===== src/core/shb_pkg.sv =====
/*
 * Shared constants, types and the address decoder for the shared bus fabric.
 * Assumes a 32-bit byte-addressed shared bus with three masters.
 */
`default_nettype none

package shb_pkg;

    // Master indices; a lower index wins a tie between equal keys.
    localparam int unsigned NUM_M = 3;
    localparam int unsigned M_CPU = 0;
    localparam int unsigned M_PCIE = 1;
    localparam int unsigned M_REGB = 2;

    // Priority and token widths.
    localparam int unsigned LEVEL_W = 4;
    localparam logic [3:0] LEVEL_MAX = 4'hf;
    localparam int unsigned TOK_W = 16;

    // Transfer size code for a full 32-bit word.
    localparam logic [1:0] SZ_WORD = 2'h2;

    // Region boundaries of the physical map.
    localparam logic [31:0] BASE_LOW_RSVD = 32'h1000_0000;
    localparam logic [31:0] BASE_DDR_512 = 32'h2000_0000;
    localparam logic [31:0] BASE_FLASH = 32'h4000_0000;
    localparam logic [31:0] BASE_MID_RSVD = 32'h5000_0000;
    localparam logic [31:0] BASE_CHIP = 32'h7000_0000;
    localparam logic [31:0] BASE_SWC = 32'h7100_0000;
    localparam logic [31:0] END_SWC = 32'h7200_0000;
    localparam logic [31:0] BASE_HIGH = 32'h8000_0000;
    localparam logic [31:0] BASE_PCIE = 32'hc000_0000;

    // Target offset widths.
    localparam int unsigned FLASH_OFS_W = 28;
    localparam int unsigned DDR_OFS_W = 30;
    localparam int unsigned CHIP_OFS_W = 28;

    // Decoded target of one beat.
    typedef enum logic [2:0] {
        RG_RSVD = 3'h0,
        RG_FLASH_MIR = 3'h1,
        RG_DDR_MIR = 3'h2,
        RG_DDR = 3'h3,
        RG_FLASH = 3'h4,
        RG_CHIP = 3'h5,
        RG_PCIE = 3'h6
    } shb_region_t;

    // Register window sequencing.
    typedef enum logic [1:0] {
        RW_IDLE = 2'h0,
        RW_WRITE = 2'h1,
        RW_READ = 2'h2,
        RW_RDATA = 2'h3
    } shb_rw_state_t;

    // Maps an address to its region under the current boot and memory layout.
    function automatic shb_region_t decode_region(input logic [31:0] a, input logic boot,
                                                  input logic big);
        shb_region_t r;
        r = RG_RSVD;
        if (a >= BASE_PCIE) r = RG_PCIE;
        else if (a >= BASE_HIGH) r = big ? RG_DDR : RG_RSVD;
        else if (a >= BASE_CHIP) r = RG_CHIP;
        else if (a >= BASE_MID_RSVD) r = RG_RSVD;
        else if (a >= BASE_FLASH) r = RG_FLASH;
        else if (a >= BASE_DDR_512 && !big) r = RG_DDR;
        else if (boot) r = (a < BASE_LOW_RSVD) ? RG_FLASH_MIR : RG_RSVD;
        else r = RG_DDR_MIR;
        return r;
    endfunction

endpackage

`default_nettype wire


===== src/core/shb_prio_pick.sv =====
/*
 * Picks one requesting master by key; the key is the token bit above the level.
 * Assumes keys are stable in the cycle the pick is used.
 */
`default_nettype none

module shb_prio_pick (
    // Clock and reset, used by the checks only.
    input wire logic core_clk,
    input wire logic sys_rst,
    // Requests and their keys.
    input wire logic [2:0] req,
    input wire logic [2:0][4:0] key,
    // One-hot choice.
    output logic [2:0] pick
);

    // A strict greater-than keeps the lowest index on a tie, so the CPU wins by default.
    always_comb begin
        logic found;
        logic [4:0] best;
        found = 1'b0;
        best = 5'h00;
        pick = 3'h0;
        for (int i = 0; i < 3; i++) begin
            if (req[i] && (!found || key[i] > best)) begin
                found = 1'b1;
                best = key[i];
                pick = 3'h0;
                pick[i] = 1'b1;
            end
        end
    end

    wire logic tok_any = |(req & {key[2][4], key[1][4], key[0][4]});
    wire logic tok_won = |(pick & {key[2][4], key[1][4], key[0][4]});

    property p_token_first;
        @(posedge core_clk) disable iff (sys_rst)
        tok_any |-> tok_won;
    endproperty
    a_token_first: assert property (p_token_first)
        else $error("A master without tokens beat one with tokens.");

endmodule // shb_prio_pick

`default_nettype wire


===== src/core/shb_reg_window.sv =====
/*
 * Chip register region: one-word write buffer, read stall, write-before-read.
 * Assumes the register side holds rg_done high for one cycle per command.
 */
`default_nettype none

module shb_reg_window #(
    // Pages of the two fast switch-core targets; values are arbitrary.
    parameter logic [15:0] FAST_ORIGIN_PAGE = 16'h7100,
    parameter logic [15:0] FAST_QUEUE_PAGE = 16'h7101
) (
    // Clock and reset.
    input wire logic core_clk,
    input wire logic sys_rst,
    // Beat from the fabric.
    input wire logic acc_valid,
    input wire logic acc_we,
    input wire logic [31:0] acc_addr,
    input wire logic [31:0] acc_wdata,
    output logic acc_ready,
    output logic [31:0] acc_rdata,
    // Register command port.
    output logic rg_req,
    output logic rg_we,
    output logic [27:0] rg_addr,
    output logic [31:0] rg_wdata,
    output logic rg_remote,
    output logic rg_fast,
    input wire logic rg_done,
    input wire logic [31:0] rg_rdata
);

    shb_pkg::shb_rw_state_t state_r, state_nxt;
    logic [31:0] rdata_r;

    // Writes are taken at once into the buffer; reads wait for an empty buffer.
    wire logic idle = (state_r == shb_pkg::RW_IDLE);
    wire logic take_wr = idle && acc_valid && acc_we;
    wire logic take_rd = idle && acc_valid && !acc_we;
    wire logic give_rd = (state_r == shb_pkg::RW_RDATA) && acc_valid && !acc_we;
    assign acc_ready = take_wr || give_rd;
    assign acc_rdata = rdata_r;
    assign rg_req = (state_r == shb_pkg::RW_WRITE) || (state_r == shb_pkg::RW_READ);

    // Next state.
    always_comb begin
        state_nxt = state_r;
        unique case (state_r)
            shb_pkg::RW_IDLE: begin
                if (take_wr) state_nxt = shb_pkg::RW_WRITE;
                else if (take_rd) state_nxt = shb_pkg::RW_READ;
            end
            shb_pkg::RW_WRITE: if (rg_done) state_nxt = shb_pkg::RW_IDLE;
            shb_pkg::RW_READ: if (rg_done) state_nxt = shb_pkg::RW_RDATA;
            shb_pkg::RW_RDATA: if (give_rd) state_nxt = shb_pkg::RW_IDLE;
        endcase
    end

    // State and the command latched at launch.
    always_ff @(posedge core_clk) begin
        if (sys_rst) begin
            state_r <= shb_pkg::RW_IDLE;
            rg_we <= 1'b0;
            rg_addr <= 28'h0;
            rg_wdata <= 32'h0;
            rg_remote <= 1'b0;
            rg_fast <= 1'b0;
            rdata_r <= 32'h0;
        end else begin
            state_r <= state_nxt;
            if (take_wr || take_rd) begin
                rg_we <= acc_we;
                rg_addr <= acc_addr[shb_pkg::CHIP_OFS_W-1:0];
                rg_wdata <= acc_wdata;
                rg_remote <= (acc_addr >= shb_pkg::BASE_SWC);
                rg_fast <= (acc_addr[31:16] == FAST_ORIGIN_PAGE) ||
                           (acc_addr[31:16] == FAST_QUEUE_PAGE);
            end
            if (state_r == shb_pkg::RW_READ && rg_done) rdata_r <= rg_rdata;
        end
    end

    property p_write_stall;
        @(posedge core_clk) disable iff (sys_rst)
        (state_r == shb_pkg::RW_WRITE) && acc_valid && acc_we |-> !acc_ready;
    endproperty
    a_write_stall: assert property (p_write_stall)
        else $error("Second write passed a full write buffer.");

    property p_read_after_write;
        @(posedge core_clk) disable iff (sys_rst)
        (state_r == shb_pkg::RW_WRITE) && acc_valid && !acc_we |-> !rg_req || rg_we;
    endproperty
    a_read_after_write: assert property (p_read_after_write)
        else $error("Read launched while a buffered write was pending.");

endmodule // shb_reg_window

`default_nettype wire


===== src/core/shb_bus_fabric.sv =====
/*
 * Shared bus fabric: address decode, three-master arbitration with optional
 * weighted tokens, and routing of beats to flash, memory, register and PCIe ports.
 * Assumes a master holds its beat until ready and marks the last beat of a burst.
 */
`default_nettype none

// Function
// - Boot 512MB: flash mirror low, then reserved.
// - Normal 512MB: lowest 512MB mirrors memory.
// - Fixed regions decoded in both modes.
// - Large memory: 1GB at 0x80000000, wider mirrors.
// - CPU-only soft reset keeps the mapping.
// - Frame DMA memory path stays separate.
// - Strict priority, per-master levels, CPU default.
// - Level 15 is the highest priority.
// - Token mode guarantees bandwidth, shares unused.
// - Tokens reload with weights each period.
// - Tokens drop one per occupied cycle.
// - Masters with tokens beat masters without.
// - Levels order each token group.
// - Weight zero means unlimited tokens.
// - Register region takes 32-bit accesses only.
// - One-word write buffer; next write stalls.
// - Register reads stall until data returns.
// - Buffered write finishes before a read.
// - Local registers served in few cycles.
// - Switch-core range forwarded, fast targets flagged.
// - Flash reads go out; flash writes refused.
// - Memory region maps to memory controller.
// - Boot mode after every subsystem reset.
// - New mapping applied at control readback.
module shb_bus_fabric (
    // Clock and reset.
    input wire logic core_clk,
    input wire logic sys_rst,
    // Master beats, indexed CPU, PCIe, register-bus access block.
    input wire logic [2:0] m_req,
    input wire logic [2:0] m_we,
    input wire logic [2:0] m_last,
    input wire logic [2:0][1:0] m_size,
    input wire logic [2:0][31:0] m_addr,
    input wire logic [2:0][31:0] m_wdata,
    output logic [2:0] m_grant,
    output logic [2:0] m_ready,
    output logic [2:0] m_rvalid,
    output logic m_rerr,
    output logic [31:0] m_rdata,
    // Arbitration settings.
    input wire logic [3:0] cpu_priority_level,
    input wire logic [3:0] pcie_priority_level,
    input wire logic [3:0] regbus_access_priority_level,
    input wire logic token_mode_enable,
    input wire logic [15:0] token_refresh_period,
    input wire logic [15:0] cpu_token_weight,
    input wire logic [15:0] pcie_token_weight,
    input wire logic [15:0] regbus_access_token_weight,
    // Map control and soft reset.
    input wire logic large_memory_enable,
    input wire logic boot_map_select,
    input wire logic map_select_read,
    input wire logic cpu_soft_rst,
    input wire logic cpu_rst_only,
    output logic boot_mode,
    // Flash read port.
    output logic fl_valid,
    output logic [27:0] fl_addr,
    input wire logic fl_ready,
    input wire logic [31:0] fl_rdata,
    // Memory controller port.
    output logic ddr_valid,
    output logic ddr_we,
    output logic [1:0] ddr_size,
    output logic [29:0] ddr_addr,
    output logic [31:0] ddr_wdata,
    input wire logic ddr_ready,
    input wire logic [31:0] ddr_rdata,
    // PCIe outbound port.
    output logic pcie_valid,
    output logic pcie_we,
    output logic [1:0] pcie_size,
    output logic [29:0] pcie_addr,
    output logic [31:0] pcie_wdata,
    input wire logic pcie_ready,
    input wire logic [31:0] pcie_rdata,
    // Register command port.
    output logic rg_req,
    output logic rg_we,
    output logic [27:0] rg_addr,
    output logic [31:0] rg_wdata,
    output logic rg_remote,
    output logic rg_fast,
    input wire logic rg_done,
    input wire logic [31:0] rg_rdata
);

    logic boot_r;
    logic busy_r;
    logic [2:0] owner_r;
    logic [2:0][15:0] tok_r;
    logic [15:0] per_r;
    logic [2:0] rsp_r;
    logic rerr_r;
    logic [31:0] rdata_r;

    // Mapping: subsystem reset or a full soft reset returns to boot mode, while a
    // soft reset restricted to the CPU leaves the map as it was.
    wire logic sys_soft = cpu_soft_rst && !cpu_rst_only;
    always_ff @(posedge core_clk) begin
        if (sys_rst) boot_r <= 1'b1;
        else if (sys_soft) boot_r <= 1'b1;
        else if (map_select_read) boot_r <= boot_map_select;
    end
    assign boot_mode = boot_r;

    // Per-master settings gathered by index.
    wire logic [2:0][3:0] level = {regbus_access_priority_level, pcie_priority_level,
                                   cpu_priority_level};
    wire logic [2:0][15:0] weight = {regbus_access_token_weight, pcie_token_weight,
                                     cpu_token_weight};

    // Token state per master; zero weight never runs dry.
    logic [2:0] has_tok;
    logic [2:0][4:0] key;
    always_comb begin
        for (int i = 0; i < 3; i++) begin
            has_tok[i] = (weight[i] == 16'h0) || (tok_r[i] != 16'h0);
            key[i] = {token_mode_enable && has_tok[i], level[i]};
        end
    end

    // Picks a new owner only while the bus is free.
    logic [2:0] pick;
    shb_prio_pick u_pick (
        .core_clk(core_clk),
        .sys_rst(sys_rst),
        .req(m_req),
        .key(key),
        .pick(pick)
    );

    // Beat of the current owner.
    logic [1:0] own_idx;
    always_comb begin
        own_idx = 2'h0;
        for (int i = 0; i < 3; i++) begin
            if (owner_r[i]) own_idx = 2'(i);
        end
    end
    wire logic b_req = busy_r && m_req[own_idx];
    wire logic b_we = m_we[own_idx];
    wire logic [1:0] b_size = m_size[own_idx];
    wire logic [31:0] b_addr = m_addr[own_idx];
    wire logic [31:0] b_wdata = m_wdata[own_idx];
    wire shb_pkg::shb_region_t region =
        shb_pkg::decode_region(b_addr, boot_r, large_memory_enable);

    // Refused beats: reserved space, flash writes, narrow or out-of-range register access.
    wire logic is_flash = (region == shb_pkg::RG_FLASH) || (region == shb_pkg::RG_FLASH_MIR);
    wire logic is_ddr = (region == shb_pkg::RG_DDR) || (region == shb_pkg::RG_DDR_MIR);
    wire logic is_chip = (region == shb_pkg::RG_CHIP);
    wire logic is_pcie = (region == shb_pkg::RG_PCIE);
    wire logic chip_ok = (b_size == shb_pkg::SZ_WORD) && (b_addr < shb_pkg::END_SWC);
    wire logic b_err = (region == shb_pkg::RG_RSVD) || (is_flash && b_we) ||
                       (is_chip && !chip_ok);

    // Target strobes. The memory port carries shared bus traffic only; the frame
    // DMA reaches memory and PCIe on its own path, so register stalls here never
    // throttle it.
    assign fl_valid = b_req && is_flash && !b_we;
    assign fl_addr = b_addr[shb_pkg::FLASH_OFS_W-1:0];
    assign ddr_valid = b_req && is_ddr;
    assign ddr_we = b_we;
    assign ddr_size = b_size;
    assign ddr_addr = (region == shb_pkg::RG_DDR && !large_memory_enable) ?
                      {1'b0, b_addr[28:0]} : b_addr[shb_pkg::DDR_OFS_W-1:0];
    assign ddr_wdata = b_wdata;
    assign pcie_valid = b_req && is_pcie;
    assign pcie_we = b_we;
    assign pcie_size = b_size;
    assign pcie_addr = b_addr[shb_pkg::DDR_OFS_W-1:0];
    assign pcie_wdata = b_wdata;

    // Register region window; it stalls the beat as the buffer and reads require.
    wire logic rw_valid = b_req && is_chip && chip_ok;
    logic rw_ready;
    logic [31:0] rw_rdata;
    shb_reg_window u_regwin (
        .core_clk(core_clk),
        .sys_rst(sys_rst),
        .acc_valid(rw_valid),
        .acc_we(b_we),
        .acc_addr(b_addr),
        .acc_wdata(b_wdata),
        .acc_ready(rw_ready),
        .acc_rdata(rw_rdata),
        .rg_req(rg_req),
        .rg_we(rg_we),
        .rg_addr(rg_addr),
        .rg_wdata(rg_wdata),
        .rg_remote(rg_remote),
        .rg_fast(rg_fast),
        .rg_done(rg_done),
        .rg_rdata(rg_rdata)
    );

    // Beat completion and read data selection.
    wire logic tgt_ready = b_err ? 1'b1 : is_flash ? fl_ready : is_ddr ? ddr_ready :
                           is_pcie ? pcie_ready : rw_ready;
    wire logic [31:0] tgt_rdata = is_flash ? fl_rdata : is_ddr ? ddr_rdata :
                                  is_pcie ? pcie_rdata : rw_rdata;
    wire logic accept = b_req && tgt_ready;
    wire logic burst_end = accept && m_last[own_idx];
    assign m_ready = owner_r & {3{accept}};
    assign m_grant = owner_r;

    // Ownership lasts from the pick to the accepted last beat, so a burst is never split.
    always_ff @(posedge core_clk) begin
        if (sys_rst) begin
            busy_r <= 1'b0;
            owner_r <= 3'h0;
        end else if (!busy_r) begin
            busy_r <= |pick;
            owner_r <= pick;
        end else if (burst_end) begin
            busy_r <= 1'b0;
            owner_r <= 3'h0;
        end
    end

    // Refresh period counter; tokens reload when it wraps or while the mode is off.
    // A period of zero wraps to 16'hffff, so tokens reload only every 65536 cycles.
    wire logic refresh = !token_mode_enable || (per_r == 16'h0);
    always_ff @(posedge core_clk) begin
        if (sys_rst) per_r <= 16'h0;
        else if (refresh) per_r <= token_refresh_period - 16'h1;
        else per_r <= per_r - 16'h1;
    end

    // Tokens: the owner pays one per cycle of occupancy; an empty count drops the
    // master into the low group, and unused guarantee falls to whoever requests.
    always_ff @(posedge core_clk) begin
        if (sys_rst) begin
            tok_r <= '0;
        end else begin
            for (int i = 0; i < 3; i++) begin
                if (refresh) tok_r[i] <= weight[i];
                else if (busy_r && owner_r[i] && tok_r[i] != 16'h0)
                    tok_r[i] <= tok_r[i] - 16'h1;
            end
        end
    end

    // Answer to the owner one cycle after its beat is accepted.
    always_ff @(posedge core_clk) begin
        if (sys_rst) begin
            rsp_r <= 3'h0;
            rerr_r <= 1'b0;
            rdata_r <= 32'h0;
        end else begin
            rsp_r <= m_ready;
            if (accept) begin
                rerr_r <= b_err;
                rdata_r <= (b_err || b_we) ? 32'h0 : tgt_rdata;
            end
        end
    end
    assign m_rvalid = rsp_r;
    assign m_rerr = rerr_r;
    assign m_rdata = rdata_r;

    // Ownership: one master at a time, held until its burst ends.
    property p_one_owner;
        @(posedge core_clk) disable iff (sys_rst)
        $onehot0(owner_r) && (busy_r == (owner_r != 3'h0));
    endproperty
    a_one_owner: assert property (p_one_owner)
        else $error("Bus owner is not a single master.");

    property p_hold_owner;
        @(posedge core_clk) disable iff (sys_rst)
        busy_r && !burst_end |=> owner_r == $past(owner_r);
    endproperty
    a_hold_owner: assert property (p_hold_owner)
        else $error("Owner changed in the middle of a burst.");

    // Mapping: boot after reset, readback applies, a CPU-only reset keeps it.
    property p_boot_after_reset;
        @(posedge core_clk)
        sys_rst |=> boot_r;
    endproperty
    a_boot_after_reset: assert property (p_boot_after_reset)
        else $error("Boot mode not entered after reset.");

    property p_map_at_read;
        @(posedge core_clk) disable iff (sys_rst)
        map_select_read && !sys_soft |=> boot_r == $past(boot_map_select);
    endproperty
    a_map_at_read: assert property (p_map_at_read)
        else $error("Mapping did not follow the readback.");

    property p_cpu_only_keeps;
        @(posedge core_clk) disable iff (sys_rst)
        cpu_soft_rst && cpu_rst_only && !map_select_read |=> $stable(boot_r);
    endproperty
    a_cpu_only_keeps: assert property (p_cpu_only_keeps)
        else $error("CPU-only soft reset changed the mapping.");

    // Refused beats answer with an error and strobe no target.
    property p_flash_write_refused;
        @(posedge core_clk) disable iff (sys_rst)
        b_req && is_flash && b_we |-> !fl_valid ##1 m_rerr && (m_rvalid != 3'h0);
    endproperty
    a_flash_write_refused: assert property (p_flash_write_refused)
        else $error("Flash write was not refused.");

    // Token bookkeeping follows occupancy and the refresh period; narrow register beats are refused.
    property p_token_spend;
        @(posedge core_clk) disable iff (sys_rst)
        !refresh && busy_r && owner_r[1] && tok_r[1] != 16'h0 |=>
            tok_r[1] == $past(tok_r[1]) - 16'h1;
    endproperty
    a_token_spend: assert property (p_token_spend)
        else $error("PCIe token count not decremented while owning the bus.");

    property p_token_reload;
        @(posedge core_clk) disable iff (sys_rst)
        token_mode_enable && per_r == 16'h0 |=> tok_r[1] == $past(pcie_token_weight);
    endproperty
    a_token_reload: assert property (p_token_reload)
        else $error("PCIe tokens not reloaded at period start.");

    property p_narrow_reg_refused;
        @(posedge core_clk) disable iff (sys_rst)
        b_req && is_chip && b_size != shb_pkg::SZ_WORD |-> !rw_valid ##1 m_rerr;
    endproperty
    a_narrow_reg_refused: assert property (p_narrow_reg_refused)
        else $error("Narrow register access was not refused.");

endmodule // shb_bus_fabric

`default_nettype wire


===== config.mk =====
export PLATFORM = sky130hd
export DESIGN_NAME = shb_bus_fabric
export DESIGN_NICKNAME = d
export VERILOG_FILES = /design/src/core/shb_pkg.sv /design/src/core/shb_prio_pick.sv /design/src/core/shb_reg_window.sv /design/src/core/shb_bus_fabric.sv
export SDC_FILE = /design/constraint.sdc
export NUM_CORES = 1
export LEC_CHECK = 0
export ABC_CLOCK_PERIOD_IN_PS = 4700
export BUFFER_PORTS_ARGS = -buffer_cell sky130_fd_sc_hd__buf_2
export CORE_AREA = 2 2 268 270
export CTS_BUF_LIST = sky130_fd_sc_hd__clkbuf_16
export DETAILED_ROUTE_END_ITERATION = 8
export DIE_AREA = 0 0 270 272
export PLACE_DENSITY = 0.44
export RECOVER_POWER = 50
export SLEW_MARGIN = 20
export SYNTH_ARGS = -nofsm -noshare
export SYNTH_HDL_FRONTEND = slang
export SYNTH_SLANG_ARGS = --single-unit

===== constraint.sdc =====
create_clock -name core_clk -period 4.7 [get_ports core_clk]
set_clock_uncertainty 0.15 [all_clocks]
set_input_delay 0.47 -clock core_clk [delete_from_list [all_inputs] [get_ports core_clk]]
set_output_delay 0.47 -clock core_clk [all_outputs]
set_load 0.01 [all_outputs]

Word level (Yosys, flattened, before mapping). Cells that the tools add are included.

Register bits: 202. Bits in latches: 0. Logic and storage cells: 177. Memories kept: 0. ROM bits: 0. RAM bits: 0. Bits of input ports: 423. Output and inout bits: 268.

$add $sub $neg: 5. Equal/unequal tests: 17. Reductions and logical operators: 69. $mul: 0. $lt $le $gt $ge: 12. Divide/modulo/power cells: 0. Shift-type cells: 0. Bitwise logic cells: 1. Muxes and demuxes: 56.

Operators by type and width (count): $mux 32 (6); $bmux 32 s2 (2); $ge 32x31->1 const B (4); $mux 16 (7); $sub 16x1->16 const B (5); $ge 32x32->1 const B (2); $logic_not 16->1 (4); $reduce_bool 16->1 (3); $eq 16x15->1 const B (2); $ge 32x30->1 const B (1); $logic_and 1x1->1 (32); $lt 32x29->1 const B (1); $lt 32x31->1 const B (1); $mux 30 (1); $mux 3 (9); $mux 2 (10); $logic_or 1x1->1 (15); $mux 1 (14); $gt 5x5->1 (2); $mux 5 (2); $eq 3x3->1 const B (3); $pmux 2 s4 (1); $logic_not 1->1 (7); $bmux 1 s2 (3); 16 further kinds (23).

Longest topological paths before layout.
Depth after elaboration: 27. Mapped depth: 21. Mapped depth without buffers: 20.

Hierarchy. Synthesis repeated with hierarchy kept, for this count alone.

Cells, all modules: 1699. Area total of the unflattened synthesis: 12872.3 sq um.

By module, submodules not included: shb_bus_fabric (times used 1, area an instance 9011.1 sq um, cells an instance 1209); shb_reg_window (times used 1, area an instance 3499.6 sq um, cells an instance 444); shb_prio_pick (times used 1, area an instance 361.6 sq um, cells an instance 46).

Worst setup path after synthesis. No wires, ideal clock.

Path kind: register to register. From: register tok_r[7] (netlist name). To: register owner_r[0] (netlist: m_grant[0]). Slack: 0.373 ns. Cell stages (with the launch flop): 21. Path buffers: 1. Arrival time: 4.118 ns. Period minus slack after synthesis: 4.327 ns. Path through: dfxtp_1 -> or4_1 -> nor4_1 -> and2_1 -> nand3_1 -> nand3_1 -> ha_1 -> nand4_1 -> nand2_1 -> a31oi_1 -> clkbuf_1 -> nor2_1 -> a21oi_1 -> ha_1 -> nor2b_1 -> o21a_1 -> o21a_1 -> o21a_1 -> o221ai_1 -> nor4bb_1 -> o221a_2.

Cells in the longest elaborated chain, start to end: 13. Elaborated cells between the ends (all ways): 16. Those cells by class: 2 x order compare; 6 x mux; 8 x reduce/logical.

RTL lines: start: declaration (RTL line shb_bus_fabric.sv:100) `logic [2:0][15:0] tok_r;`; start signal: indexed assignment (RTL line shb_bus_fabric.sv:247) `if (refresh) tok_r[i] <= weight[i];`; start signal: indexed assignment (RTL line shb_bus_fabric.sv:249) `tok_r[i] <= tok_r[i] - 16'h1;`; $reduce_bool 16->1 (*) (RTL line shb_bus_fabric.sv:127) `has_tok[i] = (weight[i] == 16'h0) || (tok_r[i] != 16'h0);`; $logic_or 1x1->1 (*) (RTL line shb_bus_fabric.sv:127); $logic_and 1x1->1 (*) (RTL line shb_bus_fabric.sv:128) `key[i] = {token_mode_enable && has_tok[i], level[i]};`; $mux 5 (*) (RTL line shb_prio_pick.sv:26) `if (req[i] && (!found || key[i] > best)) begin`; $gt 5x5->1 (RTL line shb_prio_pick.sv:26); $logic_or 1x1->1 (RTL line shb_prio_pick.sv:26); $logic_and 1x1->1 (RTL line shb_prio_pick.sv:26); $mux 5 / $mux 1 (equally long branches) (RTL line shb_prio_pick.sv:26); $gt 5x5->1 / $logic_not 1->1 (equally long branches) (RTL line shb_prio_pick.sv:26); $logic_or 1x1->1 (RTL line shb_prio_pick.sv:26); $logic_and 1x1->1 (RTL line shb_prio_pick.sv:26); $mux 3 (*) (RTL line shb_prio_pick.sv:26); $mux 3 (*) (RTL line shb_bus_fabric.sv:222) `end else if (!busy_r) begin`; end signal: assignment (RTL line shb_bus_fabric.sv:224) `owner_r <= pick;`; end: declaration (RTL line shb_bus_fabric.sv:99) `logic [2:0] owner_r;`.

Every way passes the cells marked *; elsewhere a longest branch is shown, timed or not. A chain may end at the register's enable or synchronous reset.

Final worst setup path.
From: register per_r[11]. To: register per_r[13].

Cells in the longest elaborated chain, start to end: 3. Elaborated cells between the ends (all ways): 4. Those cells by class: 1 x add/sub; 1 x mux; 2 x reduce/logical.

RTL lines: start: declaration (RTL line shb_bus_fabric.sv:101) `logic [15:0] per_r;`; start signal: assignment (RTL line shb_bus_fabric.sv:236) `else if (refresh) per_r <= token_refresh_period - 16'h1;`; start signal: assignment (RTL line shb_bus_fabric.sv:237) `else per_r <= per_r - 16'h1;`; parallel branches: the longest is 2 deep, another holds $sub 16x1->16; $mux 16 (*) (RTL line shb_bus_fabric.sv:236).

Mark *: on every way between the ends.

==> run metrics <==
Comb power frac 0.344; violated checks max-capacitance violations, max-slew violations; # Max-Cap Violations 3; Hold WC Path Type input port to register; gpl congestion between 0.9 and 1; layout cell share with drive strength beyond 1 0.298; I/O Buffers 690; CP Launch Type register; core area between 70000 and 80000 µm²; fraction of registers with async set/reset 0; 1st-iter DRT viols between 800 and 900; Final Hold Vio Count 0; unrepaired setup endpoints after global routing false; Clock Tree Root clkbuf_16; worst slew pin tran approximately 2.1 ns; Skew-Pair Late Insertion Delay between 0.5 and 0.6 ns; EDFF count, synth 0; Post CTS Setup Buffer Count 0; cell row count 98; cell count after synthesis approximately 1600; area leader, netlist dfxtp_1; min Tclk post-route roughly 4.4 ns; Leak 7.15 nW; DP Cell Count between 3000 and 4000; number of global-route vias before repair about 14000; die width around 270 µm; Non-Filler Instances 3181; #FFs+latches synth approximately 200; Mapped Area 12500 µm²; Finish-stage setup viols 0; Final period util 0.936; First-pass DRT Iterations 5; R2R setup slack 0.30 ns; sequential share of power 0.317; critical path class register to register; pin count of the biggest net entering global routing between 100 and 150; DIE HEIGHT between 200 and 300 µm; Worst Setup SP per_r[11]$_SDFF_PP0_; average wire per standard cell between 20 and 25 µm; Reg2Reg Depth 8; fmax ~230 MHz; die area between 70000 and 80000 µm²; clock sink total 202; CTS tree done; Initial Utilization 0.176; Internal 3.80 mW; WHS Endpoint u_regwin.acc_rdata[12]$_SDFFE_PP0P_; HP Start rg_rdata[12]; drt via density between 4 and 5; Top Ports 691; register area share after synthesis 0.324; power per cell area approximately 350 nW/µm²; max_slew headroom -0.433; Net Sw Power around 2.3 mW; WL final around 64000 µm; clock network power share 0.339; top cells by count, synth 309 x nand2_1, 202 x dfxtp_1, 123 x a21oi_1; Num CTS Buffers 28; first-pass GRT wire length roughly 90000 µm; final core occ 0.245; Post-Syn Area per Cell about 7.7 µm²; gr usage total 0.166; final worst slack roughly 0.3 ns; Final ANT Viol Nets 0; via count between 10000 and 15000; GRT overflow 0; Peak supply drop slightly below 0.2 mV; ranking of synthesized cells by area dfxtp_1 32%, mux2i_1 9.8%, nand2_1 9.3%; Crit Reg-Reg Endpoint per_r[13]$_SDFF_PP0_; Most used DFF post-synth dfxtp_1; # nets final about 2700; most numerous cell in the Yosys netlist nand2_1; Warnings, synthesis 0; hpwl dp just over 50000 µm; Critical R2R Launch per_r[11]$_SDFF_PP0_; Clock Pin Slew Worst Setup and Hold Paths around 0.060 ns; maximum clock path buffer count 3; post-synth top area share 0.324; Worst Path Required roughly 5.0 ns; status finished with violations; Final Max Slew Viols 173; critical path arrival 4.67 ns; Switching Share 0.373; residual DRC count 0; Critical Path Sink Type register; H-tree depth 1; post-synth cell types 67; Area growth syn-to-layout 38.8%; pre-CTS WS between 0.3 and 0.4 ns; Power, Total 6.05 mW; Setup Total Neg Slack 0 ns; critical path peak fanout 24; Syn Nets approximately 2100; hold path cells 3; antenna violations before repair 8
==> per-stage QoR <==
stage / instance area [µm²] / hold WS [ns]
detailed placement: 16300 / 0.293
CTS: 17500 / 0.0108
finish: 17300 / 0.0420
global route: 17300 / 0.0320
global placement: 16300 / 0.291
floorplan: 12500 / 0.287
==> cell type report <==
type / instances / area (µm²)
well taps: 950 / 1190
clock inverters: 20 / 139
flip-flops and latches: 202 / 4050
clock buffers: 29 / 726
repair buffers: 761 / 3890
multi-input cells: 1191 / 7210
inverters: 23 / 87.6
diodes: 5 / 12.5
fillers: 7999 / 53400
==> sequential cells by signal (all words and copies together) (netlist names) <==
signal	count
u_regwin.state_r	2
u_regwin.rg_we	1
u_regwin.rg_remote	1
u_regwin.acc_rdata	32
u_regwin.rg_fast	1
tok_r	48
u_regwin.rg_wdata	32
busy_r	1
m_rdata	32
m_rerr	1
u_regwin.rg_addr	28
per_r	16
m_grant	3
boot_mode	1
m_rvalid	3
==> critical path, stage by stage, from the launching register on <==
cell and delay (ns):
dfxtp_1 0.33, or4_1 0.59, or4_1 0.57, o21ai_4 0.41, clkbuf_1 1.09, mux2i_1 0.31
a2111oi_2 0.54, xor2_1 0.21, nor2_1 0.06
==> cells in the final DEF, fill, tap and decap left out, types with 10 or more instances in the layout <==
| cell type | instances |
|---|---|
| xor2_1 | 18 |
| dfxtp_1 | 200 |
| o2bb2ai_1 | 32 |
| a21oi_1 | 122 |
| inv_1 | 27 |
| and3_1 | 39 |
| nand2_1 | 309 |
| nor2_1 | 84 |
| buf_2 | 563 |
| mux2i_1 | 122 |
| o21ai_0 | 117 |
| o21a_1 | 10 |
| dlygate4sd3_1 | 33 |
| nor3_1 | 32 |
| buf_4 | 31 |
| a211oi_1 | 54 |
| ha_1 | 20 |
| or3_1 | 19 |
| nand3_1 | 40 |
| nor4_1 | 18 |
| clkbuf_1 | 131 |
| clkbuf_16 | 29 |
| xnor2_1 | 34 |
==> power by group through the flow <==
stage | Combinational [mW] | Clock, mW | Sequential (mW)
6_report | 2.08 | 2.05 | 1.92
5_1_grt | 2.27 | 2.18 | 1.93
4_1_cts | 2.12 | 2.13 | 1.92
3_5_place_dp | 2.08 | 0 | 1.95
3_3_place_gp | 2.07 | 0 | 1.95
2_1_floorplan | 1.29 | 0 | 1.92
==> how the worst max path moves through the flow <==
stage	end	cells past startpoint
floorplan	m_grant[0]$_SDFFE_PP0P_	20
global placement	m_grant[0]$_SDFFE_PP0P_	21
detailed placement	m_grant[0]$_SDFFE_PP0P_	20
CTS	m_ready[0]	8
global route	per_r[13]$_SDFF_PP0_	8
finish	per_r[13]$_SDFF_PP0_	8
==> per-layer routing <==
metal | vias to the layer above | global-route usage | part of all wire
li1 | 6799 | - | -
met1 | 6733 | 0.210 | 0.43
met2 | 598 | 0.275 | 0.46
met3 | 84 | 0.0455 | 0.083
met4 | 8 | 0.0462 | 0.025
met5 | - | 0 | 0.00087
==> repair_timing <==
item / in CTS / in global routing
gates resized for setup: 1 / 1
hold endpoints to repair: 32 / 0
hold buffers: 33 / 0
setup endpoints to repair: 1 / 1
==> cells by family (layout without fill, tap and decap cells) <==
family,Yosys count,in the layout,synth area share
compound gates,392,392,0.197
xor+xnor,52,52,0.0365
fa+ha+maj,20,20,0.0201
buf+inv,235,833,0.100
flops,202,202,0.324
mux,129,129,0.104
other cells,0,5,0
simple gates,598,598,0.218
Note: power is estimated with default switching activity, not from simulation.
